$ cat src/logic/sscrc_pkg.sv
// sscrc_pkg: constants and types shared by the sync/check output block.
// assumes: one 200 MHz system clock; pixel words are 10 bits wide.
package sscrc_pkg;

   localparam int PIX_W = 10;
   localparam int KERN_PIX = 8;
   localparam int LANES = 4;
   localparam int FIFO_DEPTH = 8;

   // kernel word layout
   localparam int F_FIRST = 80;
   localparam int F_LAST = 81;
   localparam int F_FBEG = 82;
   localparam int F_FEND = 83;
   localparam int F_BLACK = 84;
   localparam int F_WIN_LSB = 85;
   localparam int WORD_W = 93;

   // register indices
   localparam logic [7:0] ADDR_TRAIN = 8'h82;
   localparam logic [7:0] ADDR_SYNC = 8'h83;
   localparam logic [7:0] ADDR_BLACK = 8'h84;
   localparam logic [7:0] ADDR_IMAGE = 8'h85;
   localparam logic [7:0] ADDR_CHECK = 8'h86;
   localparam logic [7:0] ADDR_STRAIN = 8'h87;

   // reset values (10-bit form)
   localparam logic [9:0] RST_TRAIN = 10'h3a6;
   localparam logic [9:0] RST_SYNC = 10'h02a;
   localparam logic [9:0] RST_BLACK = 10'h015;
   localparam logic [9:0] RST_IMAGE = 10'h035;
   localparam logic [9:0] RST_CHECK = 10'h059;
   localparam logic [9:0] RST_STRAIN = 10'h3a6;

   // sync word type field
   localparam logic [2:0] frame_begin_mark = 3'h5;
   localparam logic [2:0] frame_finish_mark = 3'h6;
   localparam logic [2:0] line_begin_mark = 3'h1;
   localparam logic [2:0] line_finish_mark = 3'h2;

   // check polynomials without the top term
   localparam logic [9:0] CRC10_POLY = 10'h24f;
   localparam logic [7:0] CRC8_POLY = 8'h4d;
   localparam logic [9:0] CRC10_ONES = 10'h3ff;
   localparam logic [9:0] CRC8_ONES = 10'h0ff;

   typedef enum logic [2:0] {
      ST_IDLE, ST_BEGIN_MARK, ST_BEGIN_ID, ST_PIX, ST_END_MARK, ST_END_ID, ST_CHECK
   } sscrc_state_type;

endpackage

$ cat src/logic/sscrc_fifo.sv
// sscrc_fifo: kernel buffer with valid/ready on both sides.
// assumes: single clock, synchronous active-high reset.
`timescale 1ns/100ps
module sscrc_fifo #(
   parameter int WIDTH = 93,
   parameter int DEPTH = 8
) (
   input wire logic clk, // system clock
   input wire logic rst, // sync reset
   input wire logic [WIDTH-1:0] in_data, // word to store
   input wire logic in_valid, // writer offers a word
   output logic in_ready, // room left (registered)
   output logic [WIDTH-1:0] out_data, // oldest word
   output logic out_valid, // oldest word present (registered)
   input wire logic out_ready // reader takes the word
);
   localparam int AW = $clog2(DEPTH);
   logic [WIDTH-1:0] mem [DEPTH];
   logic [AW-1:0] wr_ptr, rd_ptr;
   logic [AW:0] count;
   wire push = in_valid & in_ready;
   wire pop = out_valid & out_ready;
   wire [AW:0] next_count = count + {{AW{1'b0}}, push} - {{AW{1'b0}}, pop};

   assign out_data = mem[rd_ptr];

   always_ff @(posedge clk) begin
      if (push) begin
         mem[wr_ptr] <= in_data;
      end
   end

   always_ff @(posedge clk) begin
      if (rst) begin
         wr_ptr <= '0;
         rd_ptr <= '0;
         count <= '0;
         in_ready <= 1'b0;
         out_valid <= 1'b0;
      end else begin
         // pointers wrap only because DEPTH is a power of two
         if (push) wr_ptr <= wr_ptr + 1'b1;
         if (pop) rd_ptr <= rd_ptr + 1'b1;
         count <= next_count;
         in_ready <= (next_count != DEPTH[AW:0]);
         out_valid <= (next_count != '0);
      end
   end
endmodule

$ cat src/logic/sscrc_crc.sv
// sscrc_crc: per-line check generator for one output channel.
// assumes: init and en never in the same cycle; en marks one data word.
`timescale 1ns/100ps
module sscrc_crc (
   input wire logic clk, // system clock
   input wire logic rst, // sync reset
   input wire logic init, // reseed at line start
   input wire logic en, // fold in one data word
   input wire logic seed_one, // seed with ones when high
   input wire logic mode8, // 8-bit polynomial
   input wire logic [9:0] din, // data word (low 8 bits in 8-bit mode)
   output logic [9:0] crc // running check value
);
   import sscrc_pkg::*;

   function automatic logic [9:0] crc_step(logic [9:0] c, logic [9:0] d, logic m8);
      logic [9:0] r;
      logic fb;
      r = c;
      fb = 1'b0;
      if (m8) begin
         for (int i = 7; i >= 0; i--) begin
            fb = r[7] ^ d[i];
            r[7:0] = {r[6:0], 1'b0} ^ (fb ? CRC8_POLY : 8'h00);
         end
         r[9:8] = 2'b00;
      end else begin
         for (int i = 9; i >= 0; i--) begin
            fb = r[9] ^ d[i];
            r = {r[8:0], 1'b0} ^ (fb ? CRC10_POLY : 10'h000);
         end
      end
      return r;
   endfunction

   wire [9:0] seed = seed_one ? (mode8 ? CRC8_ONES : CRC10_ONES) : 10'h000;

   always_ff @(posedge clk) begin
      if (rst) begin
         crc <= 10'h000;
      end else if (init) begin
         crc <= seed;
      end else if (en) begin
         crc <= crc_step(crc, din, mode8);
      end
   end
endmodule

$ cat src/logic/sscrc_output.sv
// sscrc_output: sync channel, four data lanes and parallel port of the sensor output.
// assumes: kernels arrive on clk from array readout logic; pix_clk is the
// sensor pixel clock, asynchronous, much slower than clk; one word per lane per
// rising pix_clk edge.
`timescale 1ns/100ps

// Overview of operation
// - 8-bit: window id sits in bits 4:2
// - 8-bit: same overlapping-window choice as 10-bit
// - 8-bit: class codes are register bits 9:2
// - black pixels flagged with black code, default 0x05
// - image pixels flagged with image code, default 0x0D
// - check cycles 0x16, training 0xE9 defaults
// - idle: lanes send training, sync sends training code
// - lane training word is register 130, default 0x3A6
// - 8-bit lane training uses bits 9:2
// - line-end check covers only that line's data
// - sync sends check code when lanes send check
// - 10-bit polynomial x10+x9+x6+x3+x2+x+1
// - reseed each line, advance per data word
// - seed select: zeros or ones
// - 8-bit polynomial x8+x6+x3+x2+1, same seed
// - check spans the output line, not windows
// - kernels are 8x1, kernel 0 bottom left
// - no subsampling: two pixels per lane, sequential
// - even kernels ascending, odd kernels descending
// - mono subsampling: even positions of 16
// - color subsampling: pixels 0,1,4,5,8,9,12,13
// - parallel port: 10-bit, clock, frame/line valid, no ids
// - parallel port never runs 8-bit mode
// - 8-bit sync word: type 7:5, code bits 4:0
// - overlapping windows: highest window id wins
module sscrc_output (
   input wire logic clk, // system clock, 200 MHz
   input wire logic rst, // sync reset, active high
   input wire logic pix_clk, // sensor pixel clock, async
   input wire logic mode8, // 8-bit output mode
   input wire logic subsample, // subsampled readout
   input wire logic color, // color part
   input wire logic parallel_mode, // parallel port variant
   input wire logic crc_seed_one, // check seed select
   input wire logic [sscrc_pkg::WORD_W-1:0] kern_word, // kernel plus line flags
   input wire logic kern_valid, // kernel offered
   output logic kern_ready, // kernel taken when valid
   input wire logic [7:0] reg_addr, // register index
   input wire logic [9:0] reg_wdata, // register write data
   input wire logic reg_we, // register write strobe
   output logic [9:0] reg_rdata, // register read data
   output logic [9:0] sync_data, // sync channel word
   output logic [sscrc_pkg::LANES*10-1:0] lanes_data, // lane n at bits 10n+9:10n
   output logic [9:0] par_data, // parallel data word
   output logic par_clk, // parallel output clock
   output logic frame_valid, // parallel frame valid
   output logic line_valid // parallel line valid
);
   import sscrc_pkg::*;

   // pixel slot position within a 16-pixel span
   function automatic logic [3:0] seq_pos(logic [2:0] q, logic odd, logic sub, logic col);
      logic [3:0] p;
      p = {1'b0, q};
      if (sub && col) begin
         p = {q[2:1], 1'b0, q[0]};
      end else if (sub) begin
         p = {q, 1'b0};
      end else if (odd) begin
         p = 4'h7 - {1'b0, q};
      end
      return p;
   endfunction

   // 8-bit mode keeps the top eight bits, right-aligned
   function automatic logic [9:0] fit(logic [9:0] w, logic m8);
      return m8 ? {2'b00, w[9:2]} : w;
   endfunction

   function automatic logic [2:0] highest(logic [7:0] mask);
      logic [2:0] id;
      id = 3'd0;
      for (int i = 0; i < 8; i++) begin
         if (mask[i]) id = i[2:0];
      end
      return id;
   endfunction

   // pixel clock sampling; first stage feeds only the second
   logic pix_meta, pix_sync, pix_prev;
   wire slot_en = pix_sync & ~pix_prev;

   always_ff @(posedge clk) begin
      if (rst) begin
         pix_meta <= 1'b0;
         pix_sync <= 1'b0;
         pix_prev <= 1'b0;
      end else begin
         pix_meta <= pix_clk;
         pix_sync <= pix_meta;
         pix_prev <= pix_sync;
      end
   end

   // configuration registers
   logic [9:0] data_lane_training_word, frame_sync_code, black_class_code;
   logic [9:0] image_class_code, check_class_code, sync_training_class_code;

   always_ff @(posedge clk) begin
      if (rst) begin
         data_lane_training_word <= RST_TRAIN;
         frame_sync_code <= RST_SYNC;
         black_class_code <= RST_BLACK;
         image_class_code <= RST_IMAGE;
         check_class_code <= RST_CHECK;
         sync_training_class_code <= RST_STRAIN;
      end else if (reg_we) begin
         if (reg_addr == ADDR_TRAIN) data_lane_training_word <= reg_wdata;
         else if (reg_addr == ADDR_SYNC) frame_sync_code <= reg_wdata;
         else if (reg_addr == ADDR_BLACK) black_class_code <= reg_wdata;
         else if (reg_addr == ADDR_IMAGE) image_class_code <= reg_wdata;
         else if (reg_addr == ADDR_CHECK) check_class_code <= reg_wdata;
         else if (reg_addr == ADDR_STRAIN) sync_training_class_code <= reg_wdata;
      end
   end

   wire [9:0] rd_mux =
      (reg_addr == ADDR_TRAIN) ? data_lane_training_word :
      (reg_addr == ADDR_SYNC) ? frame_sync_code :
      (reg_addr == ADDR_BLACK) ? black_class_code :
      (reg_addr == ADDR_IMAGE) ? image_class_code :
      (reg_addr == ADDR_CHECK) ? check_class_code :
      (reg_addr == ADDR_STRAIN) ? sync_training_class_code : 10'h000;

   always_ff @(posedge clk) begin
      if (rst) reg_rdata <= 10'h000;
      else reg_rdata <= rd_mux;
   end

   // kernel buffer between array readout and the output slots
   logic [WORD_W-1:0] head;
   logic head_valid, pop;

   sscrc_fifo #(
      .WIDTH(WORD_W),
      .DEPTH(FIFO_DEPTH)
   ) u_fifo (
      .clk(clk),
      .rst(rst),
      .in_data(kern_word),
      .in_valid(kern_valid),
      .in_ready(kern_ready),
      .out_data(head),
      .out_valid(head_valid),
      .out_ready(pop)
   );

   // output sequencer state
   sscrc_state_type state;
   logic [2:0] slot;
   logic have_a, odd_kern;
   logic [KERN_PIX*PIX_W-1:0] kern_a;
   logic line_black, line_fbeg, end_fend, in_frame;
   logic [2:0] line_win, end_win;

   wire m8 = mode8 & ~parallel_mode;
   wire [2:0] last_slot = parallel_mode ? 3'd7 : 3'd1;
   wire head_first = head[F_FIRST];
   wire head_last = head[F_LAST];
   wire [2:0] head_win = highest(head[F_WIN_LSB +: 8]);
   wire load_a = (state == ST_PIX) && subsample && !have_a && head_valid;
   wire data_ok = head_valid && (!subsample || have_a);
   wire emit = (state == ST_PIX) && data_ok;
   wire kern_done = slot_en && emit && (slot == last_slot);
   wire stray = (state == ST_IDLE) && slot_en && head_valid && !head_first;
   assign pop = load_a || kern_done || stray;

   // second kernel of a subsampled pair sits in the upper half
   wire [2*KERN_PIX*PIX_W-1:0] span = subsample ?
      {head[KERN_PIX*PIX_W-1:0], kern_a} : {{KERN_PIX*PIX_W{1'b0}}, head[KERN_PIX*PIX_W-1:0]};

   wire [9:0] lane_train = fit(data_lane_training_word, m8);
   wire [9:0] train_code = fit(sync_training_class_code, m8);
   wire [9:0] black_code = fit(black_class_code, m8);
   wire [9:0] image_code = fit(image_class_code, m8);
   wire [9:0] chk_code = fit(check_class_code, m8);
   wire [2:0] begin_type = line_fbeg ? frame_begin_mark : line_begin_mark;
   wire [2:0] end_type = end_fend ? frame_finish_mark : line_finish_mark;
   wire [9:0] begin_word = m8 ? {2'b00, begin_type, frame_sync_code[6:2]} :
      {begin_type, frame_sync_code[6:0]};
   wire [9:0] end_word = m8 ? {2'b00, end_type, frame_sync_code[6:2]} :
      {end_type, frame_sync_code[6:0]};
   wire [9:0] begin_id = m8 ? {5'b00000, line_win, 2'b00} : {7'b0000000, line_win};
   wire [9:0] end_id = m8 ? {5'b00000, end_win, 2'b00} : {7'b0000000, end_win};

   // pixel picked for each lane and for the parallel port this slot
   logic [LANES*10-1:0] lane_pix;
   logic [9:0] par_pix;
   logic [LANES*10-1:0] crc_all;

   always_comb begin
      logic [3:0] p;
      p = 4'h0;
      for (int c = 0; c < LANES; c++) begin
         // lane c carries kernel slots 2c and 2c+1 back to back
         p = seq_pos({c[1:0], slot[0]}, odd_kern, subsample, color);
         lane_pix[c*10 +: 10] = fit(span[p*PIX_W +: PIX_W], m8);
      end
      p = seq_pos(slot, odd_kern, subsample, color);
      par_pix = span[p*PIX_W +: PIX_W];
   end

   // next output words, chosen by sequencer state
   logic [9:0] next_sync;
   logic [LANES*10-1:0] next_lanes;

   always_comb begin
      next_sync = train_code;
      next_lanes = {LANES{lane_train}};
      case (state)
         ST_BEGIN_MARK: next_sync = begin_word;
         ST_BEGIN_ID: next_sync = begin_id;
         ST_END_MARK: next_sync = end_word;
         ST_END_ID: next_sync = end_id;
         ST_PIX: begin
            if (emit) begin
               next_sync = line_black ? black_code : image_code;
               next_lanes = lane_pix;
            end
         end
         ST_CHECK: begin
            next_sync = chk_code;
            next_lanes = crc_all;
         end
         default: ;
      endcase
   end

   // one check generator per lane; lane 0 also serves the parallel port
   wire crc_init = slot_en && (state == ST_BEGIN_ID);
   wire crc_en = slot_en && emit;

   for (genvar c = 0; c < LANES; c++) begin : g_crc
      wire [9:0] crc_in = (parallel_mode && c == 0) ? par_pix : lane_pix[c*10 +: 10];
      sscrc_crc u_crc (
         .clk(clk),
         .rst(rst),
         .init(crc_init),
         .en(crc_en),
         .seed_one(crc_seed_one),
         .mode8(m8),
         .din(crc_in),
         .crc(crc_all[c*10 +: 10])
      );
   end

   // sequencer: one step per pixel slot; subsampled pairs load between slots
   always_ff @(posedge clk) begin
      if (rst) begin
         state <= ST_IDLE;
         slot <= 3'd0;
         have_a <= 1'b0;
         odd_kern <= 1'b0;
         kern_a <= '0;
         line_black <= 1'b0;
         line_fbeg <= 1'b0;
         line_win <= 3'd0;
         end_fend <= 1'b0;
         end_win <= 3'd0;
      end else begin
         if (load_a) begin
            kern_a <= head[KERN_PIX*PIX_W-1:0];
            have_a <= 1'b1;
         end
         if (slot_en) begin
            case (state)
               ST_IDLE: begin
                  if (head_valid && head_first) begin
                     // check restarts per output line whatever windows share it
                     line_black <= head[F_BLACK];
                     line_fbeg <= head[F_FBEG];
                     line_win <= head_win;
                     state <= ST_BEGIN_MARK;
                  end
               end
               ST_BEGIN_MARK: state <= ST_BEGIN_ID;
               ST_BEGIN_ID: begin
                  slot <= 3'd0;
                  odd_kern <= 1'b0;
                  state <= ST_PIX;
               end
               ST_PIX: begin
                  if (emit) begin
                     slot <= (slot == last_slot) ? 3'd0 : slot + 3'd1;
                     if (slot == last_slot) begin
                        have_a <= 1'b0;
                        odd_kern <= ~odd_kern;
                        if (head_last) begin
                           end_fend <= head[F_FEND];
                           end_win <= head_win;
                           state <= ST_END_MARK;
                        end
                     end
                  end
               end
               ST_END_MARK: state <= ST_END_ID;
               ST_END_ID: state <= ST_CHECK;
               ST_CHECK: state <= ST_IDLE;
               default: state <= ST_IDLE;
            endcase
         end
      end
   end

   // output registers, refreshed once per pixel slot
   always_ff @(posedge clk) begin
      if (rst) begin
         sync_data <= 10'h000;
         lanes_data <= '0;
         par_data <= 10'h000;
         line_valid <= 1'b0;
         frame_valid <= 1'b0;
         in_frame <= 1'b0;
      end else if (slot_en) begin
         sync_data <= parallel_mode ? 10'h000 : next_sync;
         lanes_data <= parallel_mode ? '0 : next_lanes;
         // parallel port: pixel while line valid, check word in the third slot after the last pixel
         par_data <= emit ? par_pix : (state == ST_CHECK) ? crc_all[9:0] :
            data_lane_training_word;
         line_valid <= parallel_mode && emit;
         if (state == ST_BEGIN_ID && line_fbeg) in_frame <= 1'b1;
         else if (state == ST_CHECK && end_fend) in_frame <= 1'b0;
         frame_valid <= parallel_mode && (in_frame || (state == ST_BEGIN_ID && line_fbeg));
      end
   end

   // output clock follows the sampled pixel clock, rising one clock after the data changes
   always_ff @(posedge clk) begin
      if (rst) par_clk <= 1'b0;
      else par_clk <= pix_prev & parallel_mode;
   end

endmodule

$ cat config.mk
export PLATFORM = sky130hd
export DESIGN_NAME = sscrc_output
export DESIGN_NICKNAME = d
export VERILOG_FILES = /design/src/logic/sscrc_pkg.sv /design/src/logic/sscrc_fifo.sv /design/src/logic/sscrc_crc.sv /design/src/logic/sscrc_output.sv
export SDC_FILE = /design/constraint.sdc
export NUM_CORES = 2
export LEC_CHECK = 0
export ABC_CLOCK_PERIOD_IN_PS = 22200
export BUFFER_PORTS_ARGS = -buffer_cell sky130_fd_sc_hd__buf_2
export CAP_MARGIN = 40
export CORE_AREA = 4 4 291 293
export CTS_CLUSTER_SIZE = 14
export DETAILED_ROUTE_END_ITERATION = 12
export DIE_AREA = 0 0 295 297
export PLACE_DENSITY = 0.8
export SYNTH_ARGS = -nofsm -noshare
export SYNTH_HDL_FRONTEND = slang
export SYNTH_SLANG_ARGS = --single-unit
export TNS_END_PERCENT = 5
$ cat constraint.sdc
create_clock -name clk -period 22.2 [get_ports clk]
set_input_delay 2.22 -clock clk [delete_from_list [all_inputs] [get_ports clk]]
set_output_delay 2.22 -clock clk [all_outputs]
set_load 0.01 [all_outputs]
Word-level counts from Yosys, hierarchy flattened
Memory sizes are Yosys's and may differ from the RTL's. A register that Yosys moved wholly into a read port is not among the register bits.
Cells that the tools add are included.
{"block": "word_totals", "ff_bits": 286, "mem_bits_rw": 744, "input_bits": 121, "out_inout_bits": 74, "wordCells": 436, "n_memories": 1}
{"block": "op_classes", "add_sub_neg": 10, "multipliers": 5, "eq_ne": 18, "shifts": 5, "n_mux": 163, "bitwise": 157, "n_reduce_logical": 41}
{"name": "u_fifo.mem", "depth": 8, "word_bits": 93, "rd": 1, "rd_clocked_by_memory_dff": 1, "wr": 1, "line_no": "sscrc_fifo.sv:18", "rtl": "logic [WIDTH-1:0] mem [DEPTH];"}
{"operator": "variable part select 160 x 9 -> 10 bit", "count": 5}
{"operator": "two-way mux 10 bit", "count": 77}
{"operator": "XOR 10 bit", "count": 40}
{"operator": "XOR 8 bit", "count": 32}
{"operator": "two-way mux 7 bit", "count": 32}
{"operator": "two-way mux 160 bit", "count": 1}
{"operator": "two-way mux 40 bit", "count": 2}
{"operator": "one-hot mux 40 bit (2 select lines)", "count": 1}
{"operator": "XOR 1 bit", "count": 72}
{"operator": "two-way mux 4 bit", "count": 15}
{"operator": "one-hot mux 10 bit (6 select lines)", "count": 1}
{"operator": "two-way mux 3 bit", "count": 17}
{"operator": "equality test 8 bit (second input constant)", "count": 6}
{"operator": "multiplier 4 x 3 -> 7 bit (second input constant)", "count": 5}
{"operator": "one-hot mux 3 bit (6 select lines)", "count": 1}
{"operator": "logical AND 1 bit", "count": 17}
{"operator": "AND reduction 5 bit", "count": 3}
{"operator": "two-way mux 1 bit", "count": 12}
{"operator": "subtractor 3 x 3 -> 4 bit (first input constant)", "count": 3}
{"operator": "two-way mux 5 bit", "count": 2}
{"operator": "adder 3 x 1 -> 3 bit (second input constant)", "count": 3}
{"operator": "equality test 3 bit (second input constant)", "count": 3}
{"operator": "AND reduction 3 bit", "count": 3}
{"operator": "inverter 1 bit", "count": 8}
{"operator": "22 further kinds", "count": 38}

Logic depth before layout (Yosys ltp)
{"block": "depth", "word_depth": 41, "ltp_mapped": 19, "mapped_depth_nobuf": 13}

By module
Synthesis repeated with hierarchy kept, for this count alone.
{"block": "unflattened", "hier_cells": 3761, "area_unflattened_um2": 47991.0}
{"mod": "sscrc_fifo", "n_inst": 1, "cells_each": 1153, "area_per_inst_um2": 28591.2, "seq_area_each_um2": 22641.7}
{"mod": "sscrc_output", "n_inst": 1, "cells_each": 2180, "area_per_inst_um2": 15756.4, "seq_area_each_um2": 4684.5}
{"mod": "sscrc_crc", "n_inst": 4, "cells_each": 107, "area_per_inst_um2": 910.9, "seq_area_each_um2": 200.2}

Least setup slack after synthesis
Ideal clock, no wire load.
{"block": "synth_timing", "kind": "input to register", "start": "in kern_valid", "end": "mem u_fifo.mem[4][0] (enable)", "setup_ps": 674, "arrival_ps": 9263, "t_required_ps": 21526, "setup_slack_ps": 12263, "cell_stages": 4, "n_path_buf": 0, "path_cell_list": "nand2_1 > inv_1 > nand2b_1 > nor3b_1"}
{"block": "synth_between", "elab_chain_len": 3}
{"item": "from (decl)", "line_no": "sscrc_output.sv:43", "rtl": "input wire logic kern_valid,"}
{"item": "bitwise AND 1 bit", "line_no": "sscrc_fifo.sv:21", "rtl": "wire push = in_valid & in_ready;"}
{"item": "net u_fifo.push", "line_no": "sscrc_fifo.sv:21"}
{"item": "two-way mux 1 bit", "line_no": "sscrc_fifo.sv:28", "rtl": "if (push) begin"}
{"item": "two-way mux 1 bit (not written as such)", "line_no": "sscrc_fifo.sv:29", "rtl": "mem[wr_ptr] <= in_data;"}
{"item": "to (decl)", "line_no": "sscrc_fifo.sv:18"}
The timed path passes the listed nets, and every way through them passes these cells.

Worst setup path in the final report
{"block": "layout_timing", "start": "in subsample", "end": "reg g_crc[3].u_crc.crc[3]"}
{"block": "layout_between", "elab_chain_len": 38, "elab_cells_between_ends": 70, "classes_between": "1 x mul; 1 x shift; 25 x mux; 36 x bitwise; 7 x reduce/logical"}
{"item": "from (decl)", "line_no": "sscrc_output.sv:38", "rtl": "input wire logic subsample,"}
{"item": "two-way mux 4 bit / logical AND 1 bit (equally long branches)", "line_no": "sscrc_output.sv:64, sscrc_output.sv:62"}
{"item": "two-way mux 4 bit", "line_no": "sscrc_output.sv:62", "rtl": "if (sub && col) begin"}
{"item": "multiplier 4 x 3 -> 7 bit", "line_no": "sscrc_output.sv:204", "rtl": "lane_pix[c*10 +: 10] = fit(span[p*PIX_W +: PIX_W], m8);"}
{"item": "variable part select 160 x 9 -> 10 bit", "line_no": "sscrc_output.sv:204"}
{"item": "two-way mux 10 bit", "line_no": "sscrc_output.sv:74", "rtl": "return m8 ? {2'b00, w[9:2]} : w;"}
{"item": "XOR 1 bit", "line_no": "sscrc_crc.sv:29", "rtl": "fb = r[9] ^ d[i];"}
{"item": "two-way mux 10 bit", "line_no": "sscrc_crc.sv:30", "rtl": "r = {r[8:0], 1'b0} ^ (fb ? CRC10_POLY : 10'h000);"}
{"item": "XOR 10 bit", "line_no": "sscrc_crc.sv:30"}
{"item": "(+22 left out)"}
{"item": "two-way mux 10 bit", "line_no": "sscrc_crc.sv:30"}
{"item": "XOR 10 bit", "line_no": "sscrc_crc.sv:30"}
{"item": "XOR 1 bit", "line_no": "sscrc_crc.sv:29"}
{"item": "two-way mux 10 bit", "line_no": "sscrc_crc.sv:30"}
{"item": "XOR 10 bit", "line_no": "sscrc_crc.sv:30"}
{"item": "two-way mux 10 bit", "line_no": "sscrc_crc.sv:21", "rtl": "if (m8) begin"}
{"item": "two-way mux 10 bit", "line_no": "sscrc_crc.sv:43", "rtl": "end else if (en) begin"}
{"item": "two-way mux 10 bit", "line_no": "sscrc_crc.sv:41", "rtl": "end else if (init) begin"}
{"item": "to (signal assigned)", "line_no": "sscrc_crc.sv:44", "rtl": "crc <= crc_step(crc, din, mode8);"}
{"item": "to (decl)", "line_no": "sscrc_crc.sv:12", "rtl": "output logic [9:0] crc"}
Several ways; a longest one is shown, not always the timed one. The select of a mux whose other input is x is not followed.
A chain may end at the register's enable or synchronous reset.

==> impl_metrics.ini <==
[power]
p_sw_share_pct = 26.1
p_leak_nw = 18.0
clockPowerShare_pct = 37.3
seq_power_share_pct = 47.9
p_per_area_nw_per_um2 = 82.4
p_total_mw = 4.43
internal_power_mw = 3.27
switchingPower_mw = 1.16
pwr-share-comb_pct = 14.8
vdd_drop_max_mv = 0.0633

[timing]
grt_setup_unrepaired = no
relSlewSlack_pct = 34.3
period_needed_ns = 7.08
setup_violations = 0
hold_slack_ns = 0.454
report.final.hold_viol_count = 0
tightestPinTransition_ns = 0.977
drv_slew = 0
period_share_pct = 31.9
tns_ns = 0
max_freq_mhz = 141
finClkSkew_ns = 0.0239
setup_slack_ns = 15.12

[synth]
yosysSeqAreaShare_pct = 56.7
syn-cell-area_sq_um = 49000
synth.most_common_cell = edfxtp_1
syn_avg_cell_area_sq_um = 12.7
syn_nets = 3984
syn-instance-count = 3855
yosysWarnings = 0
yosysTopAreaCell = edfxtp_1
synthFlopType = edfxtp_1
synth_edf_count = 736
synth_seq_cells = 1020
netlist_top_cells_count = edfxtp_1, nand2_1, nor2_1, mux2i_1, dfxtp_1
ys_async_sr_fraction_pct = 0
yosys.cell_types.count = 119
yosys-top-cells-area = edfxtp_1, dfxtp_1, mux4_2
yosysTopAreaCellShare_pct = 45.1

[critical_path]
r2r_slack_ns = 15.13
cp_max_fo = 27
reg2reg_depth = 15
crit_cells = 15
r2r_end = g_crc[2].u_crc.crc[6]
crit_start = subsample
crit_type = primary input to flop
critPathCapture = g_crc[3].u_crc.crc[3]
crit_arrival_ns = 7.64
cp_top_family = buffers and inverters
critical_path.cell_chain = buf_2, buf_4, and2_1, o21ai_2, nand2_2, buf_4, mux4_2, a221oi_2, mux2i_2, xor2_1, xor2_2, xor2_1, xor2_1, a221oi_1, nor2_1
cp.required_ns = 22.76
timing.critical_path.buf_inv = 3
slowest_stage = a221oi_2
cp_slowest_stage_delay_ns = 0.76
start_kind = primary input
critPathMostFrequentCell = xor2_1
critPathCaptureType = flop

[cts]
cts_tree = done
htree_num_levels = 3
numCtsBuffers = 101
cts.sinks = 1020
clkLatencyLatePin_ns = 0.68
cts.path.max_buffers = 3
cts_resized = 0
cts_root_buf = clkbuf_16
holdBufCountCts = 0
postCtsSetupBuffers = 0
cts.clk_slew.worst_paths_ns = 0.06

[global_routing]
grt_overflow = 0
grt_max_degree = 104
grt_pass1_vias = 33100
grt_pass1_wl_um = 216000
grt_usage_pct = 32.7
antenna_found_initial = 12

[floorplanning]
die_w_um = 295
die_area_sq_um = 87600
core_sq_um = 81800
die_h_um = 297
ios = 195
initial_core_util_pct = 59.9
rows = 105

[worst_hold_path]
min_path_type = flop to flop

[route]
drt-wirelength-per-cell_um = 28.4
drt_pass1_iterations = 6
drc = 0
via_per_inst = 6.70
routed_wl_um = 146000
ant_nets = 0
num_vias = 34400
drtIter0Drc = 4737

[layout]
multi_input_comb_area_sq_um = 19600
drive_gt1_share_pct = 17.9
nets = 4109
layoutNonFillerInstCount = 5139
area_growth_pct = 9.73
register_area_sq_um = 27800
nFillCells = 5785

[placement]
dp_slack_ns = 14.70
dp.cells = 4947
place_congestion = 1.05
dpl.hpwl_um = 96700
port_buffers = 193

[job]
max-cap-violations = 0

[outcome]
status = complete, no violations
==> cell type report <==
type | count | area share, %
sequential | 1020 | 51.7
multi-input combinational | 2539 | 36.4
clock buffer | 123 | 4.90
timing repair buffer | 292 | 3.27
tap | 1070 | 2.49
clock inverter | 63 | 1.02
inverter | 26 | 0.182
antenna | 6 | 0.0279
==> registers in the layout, indices dropped and copies added (netlist names), 3 cells and up, named ones only <==
signal,flops
frame_sync_code,10
image_class_code,10
lanes_data,40
reg_rdata,10
kern_a,75
sync_training_class_code,10
state,3
slot,3
u_fifo.wr_ptr,3
u_fifo.rd_ptr,3
g_crc.u_crc.crc,40
black_class_code,10
data_lane_training_word,10
sync_data,10
end_win,3
line_win,3
u_fifo.mem,736
check_class_code,10
par_data,10
u_fifo.count,4
==> power groups by stage <==
| stage | combinational [mW] | sequential, mW | clock (mW) |
|---|---|---|---|
| floorplan | 0.438 | 2.17 | 0 |
| global placement | 0.624 | 2.16 | 0 |
| detailed placement | 0.637 | 2.16 | 0 |
| CTS | 0.642 | 2.12 | 1.67 |
| global route | 0.692 | 2.12 | 1.75 |
| finish | 0.655 | 2.12 | 1.65 |
==> cells in the final DEF, fill, tap and decap left out, types with 100 or more instances in the layout <==
master	instances
dfxtp_1	280
mux4_2	148
edfxtp_1	736
nor2_1	314
nand2_1	371
a21oi_1	266
o21ai_0	117
mux2i_1	291
clkbuf_16	101
buf_2	196
xnor2_1	100
==> through the flow <==
stage / area (sq um) / util, %
finish: 53800 / 65.7
floorplan: 49000 / -
detailed placement: 50600 / 61.8
global placement: 50400 / 61.6
CTS: 53700 / 65.7
global route: 53800 / 65.7
==> worst reg2reg max path, cell delays in order (launching register included) <==
cell and delay (ns):
dfxtp_4 0.85, buf_4 0.77, buf_4 0.74, buf_4 0.81, mux2i_1 0.26, a22oi_1 0.66
nand2_1 0.25, a22oi_1 0.23, nand4_1 0.28, o22ai_1 0.63, xnor2_1 0.37, xor2_2 0.36
xnor2_2 0.18, xnor3_1 0.25, a221oi_1 0.27, nor2_1 0.06
==> cell families (layout without fill, tap and decap cells) <==
kind of cell	count (synthesis)	count (layout)	share of synthesized area (%)
xor+xnor	189	189	4.48
simple gates	985	985	8.90
compound gates	859	859	11.8
mux	497	497	14.3
flops	1020	1020	56.7
buf+inv	296	504	3.54
other cells	0	6	0
fa+ha+maj	9	9	0.240
==> how the worst min path moves through the flow <==
stage / startpoint / cells after the start / slack, ns / to
floorplan: pix_meta / 1 / 0.41 / pix_sync
global placement: sync_data[9] / 2 / 0.44 / sync_data[9]
detailed placement: frame_sync_code[7] / 2 / 0.45 / frame_sync_code[7]
CTS: frame_sync_code[7] / 2 / 0.45 / frame_sync_code[7]
global route: kern_a[58] / 2 / 0.48 / kern_a[58]
finish: sync_data[9] / 2 / 0.45 / sync_data[9]
==> layer usage <==
layer / vias up / part of all wire (%) / global-route usage (%)
met5: - / 0.052 / 0
met4: 12 / 5.0 / 13.9
met3: 417 / 10 / 6.86
met2: 2189 / 46 / 50.9
met1: 16800 / 39 / 45.0
li1: 15000 / - / -
Power figures use the tool's default switching activity.
